**src/iear_pkg.sv**
```systemverilog
// Functional notes
// - Mode field bits 9:8 selects off (00), fetch-miss capture (01) or TLB-miss capture (10).
// - Qualifier bits 19:16 mean a latency threshold in fetch-miss mode and a miss-type mask in TLB mode.
// - Qualifier codes 0000 to 0111 mean any latency, then at least 16, 24, 32, 64, 96, 128, 256 cycles.
// - Qualifier codes 1000 to 1111 mean at least 384, 512, 1024, 1536, 2048, 3072, 4096, 5120 cycles.
// - In fetch-miss mode, only events meeting the programmed latency threshold are recorded.
// - Each captured fetch-miss event records its measured latency with its address.
// - Capture data are consistent only while the counting freeze bit is one; software sets it first.
// - Reads of capture data while collection runs may return undefined values.
// - Fetch-miss mode records address, latency, request-buffer hit and responder type of demand misses.
// - TLB mode mask: low three bits zero disables; bit 0 first-level, bit 1 second-level, bit 2 walker.
`default_nettype none

package iear_pkg;

  // ***************************************************************
  // Register map
  // ***************************************************************
  localparam logic [3:0] ADDR_CONFIG = 4'h0;
  localparam logic [3:0] ADDR_STATUS = 4'h1;
  localparam logic [3:0] ADDR_IADDR = 4'h2;
  localparam logic [3:0] ADDR_FREEZE = 4'h3;
  localparam logic [63:0] CONFIG_RESET = 64'h0;
  localparam logic [63:0] CONFIG_WMASK = 64'h0000_0006_000f_034f;

  // ***************************************************************
  // Config field positions
  // ***************************************************************
  localparam int PLM_LO = 0;
  localparam int PRIV_MON_BIT = 6;
  localparam int MODE_LO = 8;
  localparam int QUAL_LO = 16;
  localparam int VIRT_MODE_LO = 33;

  // ***************************************************************
  // Status field positions
  // ***************************************************************
  localparam int LAT_W = 13;
  localparam int ST_LAT_LO = 0;
  localparam int ST_RESP_LO = 16;
  localparam int ST_HIT_BIT = 24;
  localparam int ST_TLB_LO = 28;
  localparam int ST_VALID_BIT = 31;

  typedef enum logic [1:0] {
    MODE_OFF = 2'h0,
    MODE_CACHE = 2'h1,
    MODE_TLB = 2'h2
  } capture_mode_e;

  typedef struct packed {
    logic valid;
    logic [60:0] addr;
    logic [LAT_W-1:0] latency;
    logic bufferHit;
    logic [1:0] responder;
    logic [2:0] tlbLevel;
    logic [3:0] privLevel;
    logic privileged;
    logic [1:0] virtMode;
  } fetch_event_s;

  // Threshold per qualifier code, fetch-miss mode
  function automatic logic [LAT_W-1:0] latencyThreshold(input logic [3:0] code);
    case (code)
      4'h0: latencyThreshold = 13'h0000;
      4'h1: latencyThreshold = 13'h0010;
      4'h2: latencyThreshold = 13'h0018;
      4'h3: latencyThreshold = 13'h0020;
      4'h4: latencyThreshold = 13'h0040;
      4'h5: latencyThreshold = 13'h0060;
      4'h6: latencyThreshold = 13'h0080;
      4'h7: latencyThreshold = 13'h0100;
      4'h8: latencyThreshold = 13'h0180;
      4'h9: latencyThreshold = 13'h0200;
      4'ha: latencyThreshold = 13'h0400;
      4'hb: latencyThreshold = 13'h0600;
      4'hc: latencyThreshold = 13'h0800;
      4'hd: latencyThreshold = 13'h0c00;
      4'he: latencyThreshold = 13'h1000;
      default: latencyThreshold = 13'h1400;
    endcase
  endfunction : latencyThreshold

endpackage : iear_pkg

`default_nettype wire

```
**src/instr_event_addr_capture_cfg.sv**
```systemverilog
// The register addresses and strobed register access were left to the implementer.
`default_nettype none

module instr_event_addr_capture_cfg
  import iear_pkg::*;
(
  input wire logic clk_sys,
  input wire logic rst,
  input wire logic [3:0] regAddr,
  input wire logic [63:0] regWdata,
  input wire logic regWr,
  input wire logic regRd,
  output logic [63:0] regRdata_q,
  input wire fetch_event_s evt,
  output logic freeze_q
);

  // ***************************************************************
  // Configuration
  // ***************************************************************
  logic [63:0] config_q;

  always_ff @(posedge clk_sys or posedge rst) begin
    if (rst) begin
      config_q <= CONFIG_RESET;
    end else if (regWr && regAddr == ADDR_CONFIG) begin
      config_q <= regWdata & CONFIG_WMASK;
    end
  end

  always_ff @(posedge clk_sys or posedge rst) begin
    if (rst) begin
      freeze_q <= 1'b0;
    end else if (regWr && regAddr == ADDR_FREEZE) begin
      freeze_q <= regWdata[0];
    end
  end

  // ***************************************************************
  // Qualification pipeline
  // ***************************************************************
  fetch_event_s evt_q;
  logic hit;

  // Event delayed to line up with the registered qualifier decision
  always_ff @(posedge clk_sys or posedge rst) begin
    if (rst) begin
      evt_q <= '0;
    end else begin
      evt_q <= evt;
    end
  end

  event_qualifier u_qual (
    .clk_sys(clk_sys),
    .rst(rst),
    .cfgWord(config_q),
    .evt(evt),
    .hit(hit)
  );

  // ***************************************************************
  // Capture data
  // ***************************************************************
  logic [63:0] status_q;
  logic [63:0] iaddr_q;
  logic [63:0] statusD;

  always_comb begin
    statusD = '0;
    statusD[ST_LAT_LO +: LAT_W] = evt_q.latency;
    statusD[ST_RESP_LO +: 2] = evt_q.responder;
    statusD[ST_HIT_BIT] = evt_q.bufferHit;
    statusD[ST_TLB_LO +: 3] = evt_q.tlbLevel;
    statusD[ST_VALID_BIT] = 1'b1;
  end

  // Frozen capture holds still so software reads a consistent pair
  always_ff @(posedge clk_sys or posedge rst) begin
    if (rst) begin
      status_q <= '0;
      iaddr_q <= '0;
    end else if (hit && !freeze_q) begin
      status_q <= statusD;
      iaddr_q <= {evt_q.addr, 3'h0};
    end
  end

  // ***************************************************************
  // Read port
  // ***************************************************************
  // Unfrozen reads return the live register, possibly mid-update
  always_ff @(posedge clk_sys or posedge rst) begin
    if (rst) begin
      regRdata_q <= '0;
    end else if (regRd) begin
      case (regAddr)
        ADDR_CONFIG: regRdata_q <= config_q;
        ADDR_STATUS: regRdata_q <= status_q;
        ADDR_IADDR: regRdata_q <= iaddr_q;
        ADDR_FREEZE: regRdata_q <= {63'h0, freeze_q};
        default: regRdata_q <= '0;
      endcase
    end else begin
      regRdata_q <= '0;
    end
  end

endmodule : instr_event_addr_capture_cfg

`default_nettype wire

```
**src/event_qualifier.sv**
```systemverilog
`default_nettype none

module event_qualifier
  import iear_pkg::*;
(
  input wire logic clk_sys,
  input wire logic rst,
  input wire logic [63:0] cfgWord,
  input wire fetch_event_s evt,
  output logic hit
);

  logic [1:0] mode;
  logic [3:0] qual;
  logic privOk;
  logic vmOk;
  logic cacheOk;
  logic tlbOk;

  assign mode = cfgWord[MODE_LO +: 2];
  assign qual = cfgWord[QUAL_LO +: 4];
  // Privilege mask is one-hot per level; privileged-monitor events only when set
  assign privOk = |(cfgWord[PLM_LO +: 4] & evt.privLevel) &
                  (cfgWord[PRIV_MON_BIT] | ~evt.privileged);
  // Zero field accepts any virtual mode; otherwise must match
  assign vmOk = (cfgWord[VIRT_MODE_LO +: 2] == 2'h0) ||
                (cfgWord[VIRT_MODE_LO +: 2] == evt.virtMode);
  assign cacheOk = (evt.latency >= latencyThreshold(qual));
  assign tlbOk = |(qual[2:0] & evt.tlbLevel);

  always_ff @(posedge clk_sys or posedge rst) begin
    if (rst) begin
      hit <= 1'b0;
    end else begin
      case (mode)
        MODE_CACHE: hit <= evt.valid & cacheOk & privOk & vmOk;
        MODE_TLB: hit <= evt.valid & tlbOk & privOk & vmOk;
        default: hit <= 1'b0;
      endcase
    end
  end

endmodule : event_qualifier

`default_nettype wire

```
**config.mk**
```make
export PLATFORM = sky130hd
export DESIGN_NAME = instr_event_addr_capture_cfg
export DESIGN_NICKNAME = d
export VERILOG_FILES = /design/src/iear_pkg.sv /design/src/instr_event_addr_capture_cfg.sv /design/src/event_qualifier.sv
export SDC_FILE = /design/constraint.sdc
export NUM_CORES = 1
export LEC_CHECK = 0
export ABC_CLOCK_PERIOD_IN_PS = 16500
export BUFFER_PORTS_ARGS = -buffer_cell sky130_fd_sc_hd__buf_4
export CORE_MARGIN = 2
export CORE_UTILIZATION = 56
export DETAILED_ROUTE_END_ITERATION = 10
export PLACE_DENSITY_LB_ADDON = 0.08
export REMOVE_ABC_BUFFERS = 1
export SLEW_MARGIN = 15
export SYNTH_ARGS = -nofsm -noshare
export SYNTH_HDL_FRONTEND = slang
export SYNTH_SLANG_ARGS = --single-unit
```
**constraint.sdc**
```tcl
create_clock -name clk_sys -period 16.5 [get_ports clk_sys]
set_input_delay 3.3 -clock clk_sys [delete_from_list [all_inputs] [get_ports clk_sys]]
set_output_delay 3.3 -clock clk_sys [all_outputs]
set_load 0.005 [all_outputs]
```
---- After elaboration in Yosys (flattened, before gate mapping) ----
Memory sizes are Yosys's and may differ from the RTL's.
Index checks and enable logic that the tools add are counted.
storage, ports and cells
  flip-flop bits (word level) ............. 240
  bits of input ports ..................... 160
  memories ................................ 1
  memory bits (read-only) ................. 160
  output and inout bits ................... 65
  word-level logic and storage cells ...... 42
memory list
  name             words  width  read ports  clocked after memory_dff  write ports  RTL line        source
  (no name shown)  16     10     1           0                         0            iear_pkg.sv:65  case (code)
cells by class
  bitwise logic cells ..................... 11
  mux-type cells .......................... 3
  order comparisons ....................... 1
  equality and inequality tests ........... 6
  reduce and logical (&&, ||, !) cells .... 9
operators with widths
  cell                                                                   count
  64-bit case mux with 4 select lines                                    1
  64-bit two-way mux                                                     1
  13-bit greater-or-equal comparator                                     1
  4-bit by 2-bit equality test with 1-bit output, second input constant  2
  1-bit bitwise AND                                                      7
  4-bit bitwise AND                                                      1
  4-bit by 1-bit equality test with 1-bit output, second input constant  1
  4-bit logical NOT                                                      1
  4-bit OR reduction                                                     1
  3-bit bitwise AND                                                      1
  1-bit logical AND                                                      3
  3-bit OR reduction                                                     1
  2-bit by 1-bit equality test with 1-bit output, second input constant  1
  2-bit equality test                                                    1
  2-bit equality test, second input constant                             1
  2-bit logical NOT                                                      1
  1-bit case mux with 2 select lines                                     1
  1-bit logical NOT                                                      1
  1-bit logical OR                                                       1
  1-bit inverter                                                         1
  1-bit bitwise OR                                                       1

---- Depth between registers and ports, before layout ----
  depth after elaboration ................. 6
  mapped depth ............................ 9
  depth with buffers taken out ............ 9

---- Cells and area by module ----
A second synthesis with hierarchy kept.
unflattened totals
  cells, all modules ...................... 524
  area, all modules ....................... 8,360.5 um^2
modules (own cells, without submodules)
  module                        area an instance (um^2)  sequential area each (um^2)  cells an instance  times used
  instr_event_addr_capture_cfg  7,831.3                  5,980.7                      456                1
  event_qualifier               529.3                    25.0                         68                 1

---- Least setup slack after synthesis ----
Ideal clock, no wire load.
  path kind ............................... input port to flip-flop
  from .................................... input evt[17] in the netlist's numbering
  to ...................................... register u_qual.hit
  arrival ................................. 4,262 ps
  stages on the path ...................... 5
  buffers on the path ..................... 0
  setup slack ............................. 12,109 ps
  setup time .............................. 129 ps
  data required time ...................... 16,371 ps
  cell sequence ........................... ha_1 -> nor4b_1 -> a221o_1 -> a32oi_1 -> a31oi_1
between the ends
  longest elaborated chain between the ends .. 5
RTL lines
  item                                RTL line                            source
  start: declaration                  instr_event_addr_capture_cfg.sv:14  input wire fetch_event_s evt,
  13-bit greater-or-equal comparator  event_qualifier.sv:28               assign cacheOk = (evt.latency >= latencyThreshold(qual));
  1-bit bitwise AND (3 in series)     event_qualifier.sv:36               MODE_CACHE: hit <= evt.valid & cacheOk & privOk & vmOk;
  1-bit case mux with 2 select lines  event_qualifier.sv:35               case (mode)
  end signal: assignment              event_qualifier.sv:36
  end signal: assignment              event_qualifier.sv:37               MODE_TLB: hit <= evt.valid & tlbOk & privOk & vmOk;
  end: declaration                    event_qualifier.sv:10               output logic hit
No other way between the ends.
A chain may end at the register's enable or synchronous reset.

---- Final worst setup path ----
  from .................................... input regAddr[0]
  to ...................................... register regRdata_q[16]
between the ends
  longest elaborated chain between the ends .. 3
  elaborated cells on any way between the ends .. 6
  those cells by class .................... eq/ne (3); mux (2); reduce/logical (1)
RTL lines
  item                                                                    RTL line                             source
  start: declaration                                                      instr_event_addr_capture_cfg.sv:9    input wire logic [3:0] regAddr,
  4-bit by 2-bit equality test with 1-bit output (tied with other cells)  instr_event_addr_capture_cfg.sv:97   case (regAddr)
  64-bit case mux with 4 select lines (*)                                 instr_event_addr_capture_cfg.sv:97
  64-bit two-way mux (*)                                                  instr_event_addr_capture_cfg.sv:96   end else if (regRd) begin
  end signal: assignment                                                  instr_event_addr_capture_cfg.sv:98   ADDR_CONFIG: regRdata_q <= config_q;
  end signal: assignment                                                  instr_event_addr_capture_cfg.sv:99   ADDR_STATUS: regRdata_q <= status_q;
  end signal: assignment                                                  instr_event_addr_capture_cfg.sv:100  ADDR_IADDR: regRdata_q <= iaddr_q;
  end: declaration                                                        instr_event_addr_capture_cfg.sv:13   output logic [63:0] regRdata_q,
Mark *: on every way between the ends. The rest lies on a longest branch, timed or not.

==> results.json <==
{
  "min-delay-start": "status_q[31]$_DFFE_PP0P_",
  "synthCells": 531,
  "netlist.top_cell.by_area": "dfrtp_1",
  "fill_cells": 924,
  "io_buffers": 173,
  "ys_ff_latch": 240,
  "fmaxAchievable_ghz": 0.206,
  "finClkSkew_ps": 5.25,
  "avgSynthCellArea_um2": 15.8,
  "synth_ff_type": "dfrtp_1",
  "cts_buffer_depth": 3,
  "startpoint": "regAddr[0]",
  "synthAdderAreaFrac_pct": 2.24,
  "place_area_mm2": 0.00982,
  "grtUsageTotal_pct": 20.9,
  "rsz0062_at_grt": "false",
  "hold_depth": 1,
  "fin_ws_ps": 11640,
  "ff2ff_setup_slack_ps": 13980,
  "path_max_fanout": 47,
  "grt_pass1_wl_mm": 26.8,
  "critPathKind": "in2reg",
  "grt_max_degree": 169,
  "dieArea_mm2": 0.0160,
  "grt-ovfl-total": 0,
  "num_rows": 44,
  "status": "complete, no violations",
  "cts_sinks": 240,
  "die_y_um": 126,
  "worst_slew_pin_slew_ps": 1030,
  "setup_violations": 0,
  "synth.area.top_cells": "dfrtp_1 (72%), mux2_2 (11%), and3_1 (3.0%)",
  "fin_crit_sh_pct": 29.5,
  "routed_wl_mm": 16.2,
  "core_area_mm2": 0.0146,
  "final_cells": 909,
  "synth_cell_types": 33,
  "synth-edff-count": 0,
  "yosys.area_share.simple_pct": 6.93,
  "synth-compound-area-share_pct": 3.84,
  "area_growth_pct": 26.7,
  "async_reset_ff_share_pct": 100,
  "cts_setup_buffers": 0,
  "cts_resized": 0,
  "worstSetupEndpointType": "register",
  "synthesis.area_mm2": 0.00838,
  "postRouteAntennaNets": 0,
  "p_per_area_mw_per_mm2": 138,
  "ioPinCount": 225,
  "wire_per_inst_um": 17.8,
  "cts_tree": "built",
  "n_antenna_cell": 0,
  "reg2reg_from": "freeze_q$_DFFE_PP0P_",
  "slew_headroom_pct": 31.1,
  "fin_nets": 883,
  "hold_viol_final": 0,
  "dr.pass1.iters": 4,
  "hp-class": "reg2reg",
  "yosysSeqAreaShare_pct": 71.7,
  "cts_buffers": 24,
  "post-place-ws_ps": 11160,
  "cp-start-kind": "input port",
  "setup_tns_ps": 0,
  "crit_required_ps": 16900,
  "synth_warnings": 0,
  "die_w_um": 126,
  "synth_xor_area_share_pct": 0,
  "clk_pin_slew_ps": 60,
  "place.gp.congestion": 0.741,
  "num_vias": 4812,
  "layout-drive-gt1-share_pct": 43.7,
  "hold_buffers": 0,
  "min_to": "status_q[31]$_DFFE_PP0P_",
  "synth_top_family_by_area": "multiplexers",
  "design_area_mm2": 0.0106,
  "p_leak_nw": 5.36,
  "htreeDepth": 1,
  "yosys.area.top_type_share_pct": 71.7,
  "dp_hpwl_mm": 10.2,
  "crit_arrival_ps": 5270,
  "irDropWorstVdd_mv": 0.0845,
  "grt_pass1_vias": 5146,
  "dp_cells": 866,
  "r2r_end": "iaddr_q[17]$_DFFE_PP0P_",
  "max_cap_viol_count": 0,
  "fin_crit_ps": 4860,
  "drv_slew": 0,
  "start_util_pct": 57.5,
  "root_buffer": "clkbuf_16",
  "muxShareOfSynthArea_pct": 13.3,
  "antenna_found_initial": 0,
  "clock_latency_ps": 500,
  "route.detailed.drc": 0,
  "via_per_inst": 5.29,
  "drtIter0Drc": 333,
  "reg2reg_depth": 3
}
[placed cells by master (no fill, tap or decap), types with 2 or more instances in the layout]
cell and count:
dfrtp_1 240, buf_4 177, mux2_2 85, and3_1 40, a22oi_1 27, clkbuf_16 25, nor2_1 22, ha_1 15
nand2_1 14, a21oi_1 10, mux2_4 10, inv_1 8, clkbuf_1 6, clkinv_2 5, nor2b_1 4, o21ai_0 4
clkbuf_8 4, nand3_1 3, or2_2 2, nor4b_4 2, and4_1 2, a21o_1 2, nand4_1 2, bufinv_16 2
[cell families after synthesis]
| logic type | Yosys count |
|---|---|
| DFF | 240 |
| and+or+nand+nor | 98 |
| AOI/OAI and AO/OA | 47 |
| buffers and inverters | 35 |
| adders and majority gates | 15 |
| muxes | 96 |
[final cells by class]
cell class,count,area (um^2),share of cell area [%]
Timing Repair Buffer,177,1330,12.5
Tap cell,184,230,2.17
Multi-Input combinational cell,256,2210,20.8
Clock buffer,35,703,6.62
Inverter,9,46.3,0.436
Clock inverter,8,93.8,0.883
Sequential cell,240,6010,56.5
[worst max-delay path, cell delays in order]
cell     delay [ps]
buf_4           150
nor4b_4         850
buf_4           580
a22oi_1         180
a21oi_1         190
[state kept, by name (all words and copies together), names as in the netlist]
name,cells
freeze_q,1
evt_q,80
regRdata_q,64
config_q,13
u_qual.hit,1
iaddr_q,61
status_q,20
[stage by stage]
step | utilization [%] | power, mW | hold WS, ps
floorplan | - | 0.868 | 441
global placement | 67.3 | 0.921 | 455
detailed placement | 67.3 | 0.937 | 459
CTS | 72.8 | 1.48 | 471
global route | 72.8 | 1.54 | 480
finish | 72.8 | 1.46 | 466
[layer usage]
metal | track usage (%) | part of all wire [%] | vias up
met5 | 0 | 0 | -
met4 | 6.53 | 2.4 | 0
met3 | 3.80 | 5.2 | 28
met2 | 33.4 | 49 | 142
met1 | 29.7 | 43 | 2442
li1 | - | - | 2200
[power breakdown]
part           switching (mW)  internal, mW  total, mW
clock                   0.210         0.326      0.537
combinational          0.0668         0.111      0.178
sequential             0.0545         0.692      0.747
total                   0.332          1.13       1.46
[Yosys cell counts (3+ instances only)]
master	number
a21oi_1	10
clkbuf_1	13
mux2_4	10
buf_6	3
inv_1	9
o21ai_0	4
ha_1	15
nand2_1	14
nor2_1	22
buf_2	9
and3_1	40
a22oi_1	27
nand3_1	3
mux2_2	85
dfrtp_1	240
nor2b_1	5
[how the worst max path moves through the flow]
stage / to / slack (ps) / cells past startpoint
2_1_floorplan: config_q[0]$_DFFE_PP0P_ / 6610 / 1
3_3_place_gp: regRdata_q[16]$_DFF_PP0_ / 11190 / 5
3_5_place_dp: regRdata_q[16]$_DFF_PP0_ / 11160 / 5
4_1_cts: regRdata_q[16]$_DFF_PP0_ / 11670 / 5
5_1_grt: regRdata_q[9]$_DFF_PP0_ / 11460 / 5
6_report: regRdata_q[16]$_DFF_PP0_ / 11640 / 5
Note: power is estimated with default switching activity, not from simulation.
